--- src/blsa_pkg.sv ---
// Package for the byte logic, shift and bit datapath: operation codes, field widths, bit positions and the flag reset value.
// Assumes a single clock domain shared with the instruction sequencer.
package blsa_pkg;
   localparam int BLSA_DW = 8;
   localparam int BLSA_BNW = 3;
   localparam int BLSA_MSB = 7;
   localparam int BLSA_LSB = 0;
   localparam logic [BLSA_DW-1:0] BLSA_ZERO_BYTE = 8'h00;
   localparam logic [BLSA_DW-1:0] BLSA_ONE_HOT = 8'h01;
   localparam logic BLSA_FLAG_RST = 1'h0;

   typedef enum logic [4:0] {
      BLSA_OP_AND,
      BLSA_OP_OR,
      BLSA_OP_XOR,
      BLSA_OP_NOT,
      BLSA_OP_ARITH_SHIFT_LEFT,
      BLSA_OP_ARITH_SHIFT_RIGHT,
      BLSA_OP_LOGIC_SHIFT_LEFT,
      BLSA_OP_LOGIC_SHIFT_RIGHT,
      BLSA_OP_ROTATE_LEFT,
      BLSA_OP_ROTATE_RIGHT,
      BLSA_OP_ROTATE_CARRY_LEFT,
      BLSA_OP_ROTATE_CARRY_RIGHT,
      BLSA_OP_BIT_SET,
      BLSA_OP_BIT_CLEAR,
      BLSA_OP_BIT_INVERT,
      BLSA_OP_BIT_TEST,
      BLSA_OP_CARRY_AND_BIT,
      BLSA_OP_CARRY_AND_INV_BIT,
      BLSA_OP_CARRY_OR_BIT,
      BLSA_OP_CARRY_OR_INV_BIT
   } blsa_op_t;
endpackage : blsa_pkg

--- src/blsa_bit_sel.sv ---
// Bit-number selection and one-hot mask for the bit operations.
// Assumes the bit number source is held steady while the request is valid.
`timescale 1ns/1ps
module blsa_bit_sel #(
   parameter int DW = 8,
   parameter int BNW = 3
) (
   // Sources of the bit number
   input wire logic [BNW-1:0] imm_bit_i,
   input wire logic [DW-1:0] reg_bit_i,
   input wire logic use_reg_i,
   // Selected operand
   input wire logic [DW-1:0] operand_i,
   // Results
   output logic [DW-1:0] mask_o,
   output logic bit_o
);
   import blsa_pkg::*;
   logic [BNW-1:0] bit_num;

   always_comb begin
      bit_num = use_reg_i ? reg_bit_i[BNW-1:0] : imm_bit_i;
      mask_o = DW'(BLSA_ONE_HOT) << bit_num;
      bit_o = operand_i[bit_num];
   end
endmodule : blsa_bit_sel

--- src/blsa_shifter.sv ---
// One-position shift and rotate unit with carry out and overflow.
// Assumes a byte operand and the current carry flag.
`timescale 1ns/1ps
module blsa_shifter (
   // Operation and operands
   input wire blsa_pkg::blsa_op_t op_i,
   input wire logic [blsa_pkg::BLSA_DW-1:0] value_i,
   input wire logic carry_i,
   // Results
   output logic [blsa_pkg::BLSA_DW-1:0] result_o,
   output logic carry_o,
   output logic overflow_o
);
   import blsa_pkg::*;
   logic out_left;
   logic out_right;

   always_comb begin
      out_left = value_i[BLSA_MSB];
      out_right = value_i[BLSA_LSB];
      result_o = value_i;
      carry_o = carry_i;
      overflow_o = 1'b0;
      unique case (op_i)
         BLSA_OP_ARITH_SHIFT_LEFT: begin
            result_o = {value_i[BLSA_MSB-1:0], 1'b0};
            carry_o = out_left;
            overflow_o = value_i[BLSA_MSB] ^ value_i[BLSA_MSB-1];
         end
         BLSA_OP_ARITH_SHIFT_RIGHT: begin
            result_o = {value_i[BLSA_MSB], value_i[BLSA_MSB:1]};
            carry_o = out_right;
         end
         BLSA_OP_LOGIC_SHIFT_LEFT: begin
            result_o = {value_i[BLSA_MSB-1:0], 1'b0};
            carry_o = out_left;
         end
         BLSA_OP_LOGIC_SHIFT_RIGHT: begin
            result_o = {1'b0, value_i[BLSA_MSB:1]};
            carry_o = out_right;
         end
         BLSA_OP_ROTATE_LEFT: begin
            result_o = {value_i[BLSA_MSB-1:0], out_left};
            carry_o = out_left;
         end
         BLSA_OP_ROTATE_RIGHT: begin
            result_o = {out_right, value_i[BLSA_MSB:1]};
            carry_o = out_right;
         end
         BLSA_OP_ROTATE_CARRY_LEFT: begin
            result_o = {value_i[BLSA_MSB-1:0], carry_i};
            carry_o = out_left;
         end
         BLSA_OP_ROTATE_CARRY_RIGHT: begin
            result_o = {carry_i, value_i[BLSA_MSB:1]};
            carry_o = out_right;
         end
         default: begin
            result_o = value_i;
         end
      endcase
   end
endmodule : blsa_shifter

--- src/blsa_alu.sv ---
// Byte-wide logic, shift, rotate and bit-manipulation datapath with registered result and flags.
// Assumes the sequencer presents operands and a one-cycle request, and takes the result one cycle later.
`timescale 1ns/1ps
// Notes on behaviour
// - AND destination with register or immediate
// - OR destination with register or immediate
// - XOR destination with register or immediate
// - Complement inverts every destination bit
// - Arithmetic shifts; right keeps sign bit
// - Logical shifts fill vacated bit with zero
// - Rotate: outgoing bit re-enters other end
// - Rotate through carry as nine-bit ring
// - Bit number from immediate or register
// - Bit set forces selected bit to one
// - Bit clear forces selected bit to zero
// - Bit invert toggles selected bit
// - Bit test loads zero flag inverted bit
// - Carry ANDed with selected bit
// - Carry ANDed with inverted selected bit
// - Carry ORed with selected bit
// - Carry ORed with inverted selected bit
// - Inverted carry ops use immediate only
module blsa_alu (
   // Clock and reset
   input wire logic sys_clk_i,
   input wire logic rst_b_i,
   // Request
   input wire logic req_valid_i,
   input wire blsa_pkg::blsa_op_t op_i,
   input wire logic [blsa_pkg::BLSA_DW-1:0] dest_i,
   input wire logic [blsa_pkg::BLSA_DW-1:0] source_register_i,
   input wire logic [blsa_pkg::BLSA_DW-1:0] immediate_operand_i,
   input wire logic use_immediate_i,
   input wire logic [blsa_pkg::BLSA_BNW-1:0] bit_imm_i,
   input wire logic bit_from_reg_i,
   // Flags in
   input wire logic carry_i,
   input wire logic zero_i,
   input wire logic neg_i,
   input wire logic ovf_i,
   // Result
   output logic done_o,
   output logic write_o,
   output logic [blsa_pkg::BLSA_DW-1:0] result_o,
   output logic carry_o,
   output logic zero_o,
   output logic neg_o,
   output logic ovf_o
);
   import blsa_pkg::*;

   ////////////////////////////////////////////////////////////////////////////////
   // Operand selection and sub-units
   logic [BLSA_DW-1:0] src_byte;
   logic [BLSA_DW-1:0] bit_mask;
   logic sel_bit;
   logic [BLSA_DW-1:0] sh_result;
   logic sh_carry;
   logic sh_ovf;
   logic reg_bit_ok;

   assign src_byte = use_immediate_i ? immediate_operand_i : source_register_i;
   // Inverted carry operations never take the bit number from a register
   assign reg_bit_ok = bit_from_reg_i && (op_i != BLSA_OP_CARRY_AND_INV_BIT)
                       && (op_i != BLSA_OP_CARRY_OR_INV_BIT);

   blsa_bit_sel #(
      .DW(BLSA_DW),
      .BNW(BLSA_BNW)
   ) u_bit_sel (
      .imm_bit_i(bit_imm_i),
      .reg_bit_i(source_register_i),
      .use_reg_i(reg_bit_ok),
      .operand_i(dest_i),
      .mask_o(bit_mask),
      .bit_o(sel_bit)
   );

   blsa_shifter u_shifter (
      .op_i(op_i),
      .value_i(dest_i),
      .carry_i(carry_i),
      .result_o(sh_result),
      .carry_o(sh_carry),
      .overflow_o(sh_ovf)
   );

   ////////////////////////////////////////////////////////////////////////////////
   // Next-value computation
   logic next_done;
   logic next_write;
   logic [BLSA_DW-1:0] next_result;
   logic next_carry;
   logic next_zero;
   logic next_neg;
   logic next_ovf;

   always_comb begin
      next_done = req_valid_i;
      next_write = 1'b0;
      next_result = result_o;
      next_carry = carry_o;
      next_zero = zero_o;
      next_neg = neg_o;
      next_ovf = ovf_o;
      if (req_valid_i) begin
         next_result = dest_i;
         next_carry = carry_i;
         next_zero = zero_i;
         next_neg = neg_i;
         next_ovf = ovf_i;
         unique case (op_i)
            BLSA_OP_AND: begin
               next_result = dest_i & src_byte;
               next_write = 1'b1;
            end
            BLSA_OP_OR: begin
               next_result = dest_i | src_byte;
               next_write = 1'b1;
            end
            BLSA_OP_XOR: begin
               next_result = dest_i ^ src_byte;
               next_write = 1'b1;
            end
            BLSA_OP_NOT: begin
               next_result = ~dest_i;
               next_write = 1'b1;
            end
            BLSA_OP_ARITH_SHIFT_LEFT, BLSA_OP_ARITH_SHIFT_RIGHT,
            BLSA_OP_LOGIC_SHIFT_LEFT, BLSA_OP_LOGIC_SHIFT_RIGHT,
            BLSA_OP_ROTATE_LEFT, BLSA_OP_ROTATE_RIGHT,
            BLSA_OP_ROTATE_CARRY_LEFT, BLSA_OP_ROTATE_CARRY_RIGHT: begin
               next_result = sh_result;
               next_carry = sh_carry;
               next_write = 1'b1;
            end
            BLSA_OP_BIT_SET: begin
               next_result = dest_i | bit_mask;
               next_write = 1'b1;
            end
            BLSA_OP_BIT_CLEAR: begin
               next_result = dest_i & ~bit_mask;
               next_write = 1'b1;
            end
            BLSA_OP_BIT_INVERT: begin
               next_result = dest_i ^ bit_mask;
               next_write = 1'b1;
            end
            BLSA_OP_BIT_TEST: begin
               next_zero = ~sel_bit;
            end
            BLSA_OP_CARRY_AND_BIT: begin
               next_carry = carry_i & sel_bit;
            end
            BLSA_OP_CARRY_AND_INV_BIT: begin
               next_carry = carry_i & ~sel_bit;
            end
            BLSA_OP_CARRY_OR_BIT: begin
               next_carry = carry_i | sel_bit;
            end
            BLSA_OP_CARRY_OR_INV_BIT: begin
               next_carry = carry_i | ~sel_bit;
            end
            default: begin
               next_write = 1'b0;
            end
         endcase
         // Logic, shift and rotate set N and Z from the result
         if (op_i <= BLSA_OP_ROTATE_CARRY_RIGHT) begin
            next_neg = next_result[BLSA_MSB];
            next_zero = (next_result == BLSA_ZERO_BYTE);
            next_ovf = (op_i == BLSA_OP_ARITH_SHIFT_LEFT) ? sh_ovf : 1'b0;
         end
      end
   end

   ////////////////////////////////////////////////////////////////////////////////
   // Registers
   always_ff @(posedge sys_clk_i or negedge rst_b_i) begin
      if (!rst_b_i) begin
         done_o <= 1'b0;
         write_o <= 1'b0;
         result_o <= BLSA_ZERO_BYTE;
         carry_o <= BLSA_FLAG_RST;
         zero_o <= BLSA_FLAG_RST;
         neg_o <= BLSA_FLAG_RST;
         ovf_o <= BLSA_FLAG_RST;
      end else begin
         done_o <= next_done;
         write_o <= next_write;
         result_o <= next_result;
         carry_o <= next_carry;
         zero_o <= next_zero;
         neg_o <= next_neg;
         ovf_o <= next_ovf;
      end
   end

   ////////////////////////////////////////////////////////////////////////////////
   // Checks
   chk_and_result: assert property (@(posedge sys_clk_i) disable iff (!rst_b_i)
      req_valid_i && op_i == BLSA_OP_AND |=> result_o == ($past(dest_i) & $past(src_byte)) && write_o)
      else $error("AND result wrong");
   chk_or_result: assert property (@(posedge sys_clk_i) disable iff (!rst_b_i)
      req_valid_i && op_i == BLSA_OP_OR |=> result_o == ($past(dest_i) | $past(src_byte)))
      else $error("OR result wrong");
   chk_xor_result: assert property (@(posedge sys_clk_i) disable iff (!rst_b_i)
      req_valid_i && op_i == BLSA_OP_XOR |=> result_o == ($past(dest_i) ^ $past(src_byte)))
      else $error("XOR result wrong");
   chk_not_result: assert property (@(posedge sys_clk_i) disable iff (!rst_b_i)
      req_valid_i && op_i == BLSA_OP_NOT |=> result_o == ~$past(dest_i))
      else $error("complement result wrong");
   chk_asr_sign: assert property (@(posedge sys_clk_i) disable iff (!rst_b_i)
      req_valid_i && op_i == BLSA_OP_ARITH_SHIFT_RIGHT |=> result_o[7] == $past(dest_i[7]) && carry_o == $past(dest_i[0]))
      else $error("arithmetic right shift wrong");
   chk_lsr_fill: assert property (@(posedge sys_clk_i) disable iff (!rst_b_i)
      req_valid_i && op_i == BLSA_OP_LOGIC_SHIFT_RIGHT |=> result_o[7] == 1'b0 && result_o[6:0] == $past(dest_i[7:1]))
      else $error("logical right shift wrong");
   chk_rotate_left_wrap: assert property (@(posedge sys_clk_i) disable iff (!rst_b_i)
      req_valid_i && op_i == BLSA_OP_ROTATE_LEFT |=> result_o == {$past(dest_i[6:0]), $past(dest_i[7])})
      else $error("rotate left wrong");
   chk_rotate_carry_left_ring: assert property (@(posedge sys_clk_i) disable iff (!rst_b_i)
      req_valid_i && op_i == BLSA_OP_ROTATE_CARRY_LEFT |=> {carry_o, result_o} == {$past(dest_i), $past(carry_i)})
      else $error("rotate through carry wrong");
   chk_bit_set: assert property (@(posedge sys_clk_i) disable iff (!rst_b_i)
      req_valid_i && op_i == BLSA_OP_BIT_SET && !bit_from_reg_i
      |=> result_o == ($past(dest_i) | (8'h01 << $past(bit_imm_i))))
      else $error("bit set wrong");
   chk_bit_test: assert property (@(posedge sys_clk_i) disable iff (!rst_b_i)
      req_valid_i && op_i == BLSA_OP_BIT_TEST
      |=> zero_o == ~$past(dest_i[bit_from_reg_i ? source_register_i[2:0] : bit_imm_i]) && !write_o)
      else $error("bit test wrong");
   chk_carry_and_inv_bit_imm: assert property (@(posedge sys_clk_i) disable iff (!rst_b_i)
      req_valid_i && op_i == BLSA_OP_CARRY_AND_INV_BIT
      |=> carry_o == ($past(carry_i) & ~$past(dest_i[bit_imm_i])))
      else $error("inverted carry AND wrong");
   chk_logic_ovf: assert property (@(posedge sys_clk_i) disable iff (!rst_b_i)
      req_valid_i && op_i <= BLSA_OP_NOT |=> !ovf_o && zero_o == (result_o == 8'h00))
      else $error("logic flags wrong");

   ////////////////////////////////////////////////////////////////////////////////
   // Shift, bit and carry checks
   chk_asl_result: assert property (@(posedge sys_clk_i) disable iff (!rst_b_i)
      req_valid_i && op_i == BLSA_OP_ARITH_SHIFT_LEFT |=> result_o == {$past(dest_i[6:0]), 1'b0})
      else $error("arithmetic left shift wrong");
   chk_lsl_fill: assert property (@(posedge sys_clk_i) disable iff (!rst_b_i)
      req_valid_i && op_i == BLSA_OP_LOGIC_SHIFT_LEFT |=> result_o == {$past(dest_i[6:0]), 1'b0})
      else $error("logical left shift wrong");
   chk_rotate_right_wrap: assert property (@(posedge sys_clk_i) disable iff (!rst_b_i)
      req_valid_i && op_i == BLSA_OP_ROTATE_RIGHT |=> result_o == {$past(dest_i[0]), $past(dest_i[7:1])})
      else $error("rotate right wrong");
   chk_rotate_carry_right_ring: assert property (@(posedge sys_clk_i) disable iff (!rst_b_i)
      req_valid_i && op_i == BLSA_OP_ROTATE_CARRY_RIGHT |=> {result_o, carry_o} == {$past(carry_i), $past(dest_i)})
      else $error("rotate right through carry wrong");
   chk_bit_regnum: assert property (@(posedge sys_clk_i) disable iff (!rst_b_i)
      req_valid_i && op_i == BLSA_OP_BIT_SET && bit_from_reg_i
      |=> result_o == ($past(dest_i) | (8'h01 << $past(source_register_i[2:0]))))
      else $error("register bit number wrong");
   chk_bit_clear: assert property (@(posedge sys_clk_i) disable iff (!rst_b_i)
      req_valid_i && op_i == BLSA_OP_BIT_CLEAR && !bit_from_reg_i |=> result_o == ($past(dest_i) & ~(8'h01 << $past(bit_imm_i))))
      else $error("bit clear wrong");
   chk_bit_invert: assert property (@(posedge sys_clk_i) disable iff (!rst_b_i)
      req_valid_i && op_i == BLSA_OP_BIT_INVERT && !bit_from_reg_i |=> result_o == ($past(dest_i) ^ (8'h01 << $past(bit_imm_i))))
      else $error("bit invert wrong");
   chk_bit_flags: assert property (@(posedge sys_clk_i) disable iff (!rst_b_i)
      req_valid_i && op_i >= BLSA_OP_BIT_SET && op_i <= BLSA_OP_BIT_INVERT
      |=> write_o && {carry_o, zero_o, neg_o, ovf_o} == $past({carry_i, zero_i, neg_i, ovf_i}))
      else $error("bit operation flags wrong");
   chk_test_keep: assert property (@(posedge sys_clk_i) disable iff (!rst_b_i)
      req_valid_i && op_i == BLSA_OP_BIT_TEST |=> result_o == $past(dest_i) && carry_o == $past(carry_i))
      else $error("bit test changed operand");
   chk_band_carry: assert property (@(posedge sys_clk_i) disable iff (!rst_b_i)
      req_valid_i && op_i == BLSA_OP_CARRY_AND_BIT && !bit_from_reg_i |=> carry_o == ($past(carry_i) & $past(dest_i[bit_imm_i])))
      else $error("carry AND wrong");
   chk_carry_only: assert property (@(posedge sys_clk_i) disable iff (!rst_b_i)
      req_valid_i && op_i >= BLSA_OP_CARRY_AND_BIT
      |=> !write_o && result_o == $past(dest_i) && {zero_o, neg_o, ovf_o} == $past({zero_i, neg_i, ovf_i}))
      else $error("carry operation touched other state");
   chk_bor_carry: assert property (@(posedge sys_clk_i) disable iff (!rst_b_i)
      req_valid_i && op_i == BLSA_OP_CARRY_OR_BIT && !bit_from_reg_i |=> carry_o == ($past(carry_i) | $past(dest_i[bit_imm_i])))
      else $error("carry OR wrong");
   chk_carry_or_inv_bit_carry: assert property (@(posedge sys_clk_i) disable iff (!rst_b_i)
      req_valid_i && op_i == BLSA_OP_CARRY_OR_INV_BIT |=> carry_o == ($past(carry_i) | ~$past(dest_i[bit_imm_i])))
      else $error("inverted carry OR wrong");
   chk_left_carry: assert property (@(posedge sys_clk_i) disable iff (!rst_b_i)
      req_valid_i && (op_i == BLSA_OP_LOGIC_SHIFT_LEFT || op_i == BLSA_OP_ROTATE_LEFT) |=> carry_o == $past(dest_i[7]))
      else $error("left carry out wrong");
   chk_right_carry: assert property (@(posedge sys_clk_i) disable iff (!rst_b_i)
      req_valid_i && (op_i == BLSA_OP_LOGIC_SHIFT_RIGHT || op_i == BLSA_OP_ROTATE_RIGHT) |=> carry_o == $past(dest_i[0]))
      else $error("right carry out wrong");
   chk_asl_ovf: assert property (@(posedge sys_clk_i) disable iff (!rst_b_i)
      req_valid_i && op_i == BLSA_OP_ARITH_SHIFT_LEFT |=> ovf_o == ($past(dest_i[7]) ^ $past(dest_i[6])) && neg_o == result_o[7])
      else $error("arithmetic left shift flags wrong");
   chk_shift_flags: assert property (@(posedge sys_clk_i) disable iff (!rst_b_i)
      req_valid_i && op_i >= BLSA_OP_ARITH_SHIFT_RIGHT && op_i <= BLSA_OP_ROTATE_CARRY_RIGHT
      |=> !ovf_o && neg_o == result_o[7] && zero_o == (result_o == 8'h00))
      else $error("shift flags wrong");
   cov_rotate_carry_right: cover property (@(posedge sys_clk_i) disable iff (!rst_b_i)
      req_valid_i && op_i == BLSA_OP_ROTATE_CARRY_RIGHT && carry_i);
   cov_asl_ovf: cover property (@(posedge sys_clk_i) disable iff (!rst_b_i)
      req_valid_i && op_i == BLSA_OP_ARITH_SHIFT_LEFT ##1 ovf_o);
   cov_bit_reg: cover property (@(posedge sys_clk_i) disable iff (!rst_b_i)
      req_valid_i && op_i == BLSA_OP_BIT_INVERT && bit_from_reg_i);
   cov_b2b: cover property (@(posedge sys_clk_i) disable iff (!rst_b_i)
      req_valid_i ##1 req_valid_i);
endmodule : blsa_alu

--- config.mk ---
export PLATFORM = sky130hd
export DESIGN_NAME = blsa_alu
export DESIGN_NICKNAME = d
export VERILOG_FILES = /design/src/blsa_pkg.sv /design/src/blsa_bit_sel.sv /design/src/blsa_shifter.sv /design/src/blsa_alu.sv
export SDC_FILE = /design/constraint.sdc
export NUM_CORES = 1
export LEC_CHECK = 0
export BUFFER_PORTS_ARGS = -buffer_cell sky130_fd_sc_hd__buf_2
export CAP_MARGIN = 5
export CORE_MARGIN = 2
export CORE_UTILIZATION = 45
export CTS_BUF_LIST = sky130_fd_sc_hd__clkbuf_4
export CTS_CLUSTER_SIZE = 10
export DETAILED_ROUTE_END_ITERATION = 10
export PLACE_DENSITY = 0.7
export SETUP_SLACK_MARGIN = 0.15
export SLEW_MARGIN = 20
export SYNTH_ARGS = -nofsm -noshare
export SYNTH_HDL_FRONTEND = slang
export SYNTH_HIERARCHICAL = 1
export SYNTH_SLANG_ARGS = --single-unit
--- constraint.sdc ---
create_clock -name sys_clk_i -period 0.8 [get_ports sys_clk_i]
set_input_delay 0.12 -clock sys_clk_i [delete_from_list [all_inputs] [get_ports sys_clk_i]]
set_output_delay 0.12 -clock sys_clk_i [all_outputs]
set_load 0.02 [all_outputs]
==> flow_metrics.env <==
export IMPL_finalPower_uw=3530
export IMPL_tightestPinTransition_ns=0.776
export IMPL_cp_start_kind="input port"
export IMPL_grt_setup_unrepaired="true"
export IMPL_syn_area_per_cell_um2=7.68
export IMPL_route_layer_met1_wl_um=3380
export IMPL_pin_count=55
export IMPL_grt_max_degree=27
export IMPL_cts_buffer_depth=2
export IMPL_leakage_uw=0.00156
export IMPL_slew_headroom=0.481
export IMPL_grtUsageTotal=0.347
export IMPL_cts_buffers=3
export IMPL_ys_flop_type="dfrtp_1"
export IMPL_crit_chain="buf_8, a31oi_4, mux2_4, nand2_4, nor2_4, or3_1, a311o_1, a222oi_1, nand3_2, o31ai_2"
export IMPL_cp_slowest_stage_delay_ns=0.41
export IMPL_wl_per_cell_um=19.4
export IMPL_antenna_cells=0
export IMPL_place_inst=432
export IMPL_drt_initial_drc_count=302
export IMPL_rr_worst_depth=2
export IMPL_synthArstFlopShare=1.00
export IMPL_drc=0
export IMPL_num_vias=2865
export IMPL_core_area_um2=4090
export IMPL_viasPerCell=6.30
export IMPL_fin_crit_sh=2.89
export IMPL_port_buffers=54
export IMPL_p_int_uw=2120
export IMPL_num_fill_cells=204
export IMPL_clk_pin_slew_ns=0.09
export IMPL_h_tree_depth=1
export IMPL_synth_edff_count=0
export IMPL_slew_violations=0
export IMPL_grt_pass1_vias=2865
export IMPL_p_switching_uw=1400
export IMPL_clock_tree_root_cell="clkbuf_4"
export IMPL_setup_viol=27
export IMPL_ys_types=48
export IMPL_startpoint="op_i[4]"
export IMPL_cp_top_family="compound AO/OA/AOI/OAI gates"
export IMPL_cap_violations=0
export IMPL_syn_num_nets=296
export IMPL_worstReg2RegStart="zero_o"
export IMPL_clk_latency_ns=0.29
export IMPL_arrival_ns=2.51
export IMPL_grt_overflow_total=0
export IMPL_layout_drive_gt1_share=0.519
export IMPL_status="finished, violations left"
export IMPL_antenna_found_initial=0
export IMPL_p_sw_frac=0.398
export IMPL_worst_path_max_fanout=8
export IMPL_route_met2_wl_um=4200
export IMPL_synth_cells=255
export IMPL_ys_warn_count=6
export IMPL_cp_required_ns=1.00
export IMPL_met3WireLength_um=694
export IMPL_dr_pass1_iters=5
export IMPL_crit_type="input port to flop"
export IMPL_gp_congestion=0.964
export IMPL_end_kind="flop"
export IMPL_max_freq_mhz=432
export IMPL_post_route_util=0.851
export IMPL_cp_endpoint="zero_o"
export IMPL_slowest_stage="a31oi_4"
export IMPL_synth_ff_latch_count=14
export IMPL_power_density_nw_per_um2=1010
export IMPL_initial_utilization=0.479
export IMPL_area_growth_pct=77.5
export IMPL_setup_slack_ns=-1.51
export IMPL_register_area_um2=350
export IMPL_cts_sinks=14
export IMPL_fin_cells=455
export IMPL_finClkSkew_ns=0
export IMPL_r2r_end="zero_o"
export IMPL_period_needed_ns=2.31
export IMPL_cp_num_cells=10
export IMPL_drtAntennaViolNets=0
export IMPL_p_seq_frac=0.244
export IMPL_grt_first_pass_wirelength_um=13600
export IMPL_multiInputGateArea_um2=1660
export IMPL_p_clk_frac=0.120
export IMPL_rows=23
export IMPL_hold_viol_final=0
export IMPL_power_frac_comb=0.636
export IMPL_ys_seq_area_frac=0.179
export IMPL_design_die_area_um2=4900
export IMPL_peakVddDrop_v=0.000981
export IMPL_tritoncts="done"
export IMPL_dieWidth_um=70.0
export IMPL_min_path_type="input port to flop"
export IMPL_rrSetupSlack_ns=-0.19
export IMPL_syn_area_um2=1960
export IMPL_fp_dieH_um=70.0
export IMPL_highest_layer="met4"
export IMPL_routed_wl_um=8850
export IMPL_worst_path_buf_inv=1
export IMPL_violations="negative setup slack"
export IMPL_fin_nets=447
export IMPL_hpwl_um=5670
==> layout by cell type (no fill, tap or decap), types with 4 or more instances in the layout <==
| cell | n |
|---|---|
| nor2b_1 | 4 |
| buf_6 | 30 |
| o21ai_0 | 13 |
| or3_1 | 9 |
| nor3_1 | 6 |
| nor2_1 | 26 |
| a21oi_2 | 5 |
| buf_8 | 4 |
| xnor2_1 | 4 |
| buf_2 | 36 |
| dfrtp_1 | 14 |
| buf_4 | 90 |
| a311o_1 | 6 |
| nor2_4 | 4 |
| a21oi_1 | 19 |
| nor2_2 | 5 |
| mux2i_1 | 28 |
| nand2_1 | 4 |
| a222oi_1 | 5 |
| inv_1 | 13 |
| o2111ai_1 | 7 |
==> sequential cells by signal, summed over array words and instances, names as in the netlist <==
register / cells
write_o: 1
zero_o: 1
neg_o: 1
ovf_o: 1
done_o: 1
result_o: 8
carry_o: 1
==> synth_stat cells (all sizes together), types with 3 or more instances <==
cell type / instances / area share
a21oi: 25 / 0.070
a221oi: 3 / 0.017
a222oi: 5 / 0.026
a311o: 6 / 0.031
a31oi: 3 / 0.0096
buf: 13 / 0.041
clkbuf: 5 / 0.0096
dfrtp: 14 / 0.18
inv: 14 / 0.027
mux2i: 31 / 0.16
nand2: 8 / 0.015
nand2b: 4 / 0.020
nand3: 4 / 0.010
nor2: 35 / 0.067
nor2b: 4 / 0.013
nor3: 7 / 0.018
nor3b: 4 / 0.015
nor4: 3 / 0.017
o2111ai: 7 / 0.031
o21a: 3 / 0.012
o21ai: 16 / 0.041
o221ai: 3 / 0.013
or3: 9 / 0.029
xnor2: 4 / 0.018
==> per-layer routing <==
metal / track usage / vias up
li1: - / 1286
met1: 0.403 / 1335
met2: 0.600 / 182
met3: 0.0534 / 62
met4: 0.203 / 0
met5: 0 / -
==> cell families after synthesis <==
group	count (synthesis)	share of synthesized area
mux	33	0.170
compound gates	84	0.311
flops	14	0.179
buf+inv	32	0.0773
xor+xnor	5	0.0224
simple gates	87	0.241
==> worst min path at each step <==
stage                 from      end  slack, ns  cells past startpoint
2_1_floorplan      rst_b_i  carry_o      -0.18                      0
3_3_place_gp       rst_b_i  write_o       0.03                      1
3_5_place_dp       rst_b_i  write_o       0.04                      1
4_1_cts              ovf_i    ovf_o       0.15                      3
5_1_grt        req_valid_i  write_o       0.17                      2
6_report             ovf_i    ovf_o       0.15                      3
==> final cells by class <==
type                            count  share of cell area
Clock buffer                        3             0.00648
Tap cell                           50              0.0180
Inverter                           14              0.0151
Clock inverter                      1             0.00108
Timing Repair Buffer              164               0.381
Multi-Input combinational cell    209               0.478
Sequential cell                    14               0.101
==> power groups by stage <==
stage | Sequential, µW | Combinational (µW) | Clock, µW
floorplan | 953 | 773 | 0
detailed placement | 846 | 1710 | 0
global route | 868 | 2360 | 471
finish | 861 | 2240 | 425
CTS | 856 | 2040 | 438
global placement | 847 | 1690 | 0
==> worst reg2reg max path, stage by stage (launching register included) <==
cell,delay [ns]
dfrtp_1,0.44
o21ai_0,0.30
o31ai_2,0.12
==> repair_timing <==
item | 4_1_cts | 5_1_grt
resized for setup | 78 | 15
hold buffers | 1 | 0
buffers inserted | 13 | 5
endpoints found under the hold margin | 14 | 0
endpoints found under the setup margin | 27 | 27
pin swaps | 32 | 17
==> per-stage QoR <==
stage          TNS [ns]  worst slack (ns)  hold slack, ns  instance area [µm²]
6_report         -18.05             -1.51           0.148                 3480
3_3_place_gp     -19.28             -1.74          0.0317                 2950
4_1_cts          -16.63             -1.35           0.150                 3360
3_5_place_dp     -19.75             -1.82          0.0401                 2950
2_1_floorplan    -16.64             -1.73          -0.176                 2060
5_1_grt          -19.36             -1.59           0.168                 3480
No activity file was read; power rests on OpenSTA's default activity.
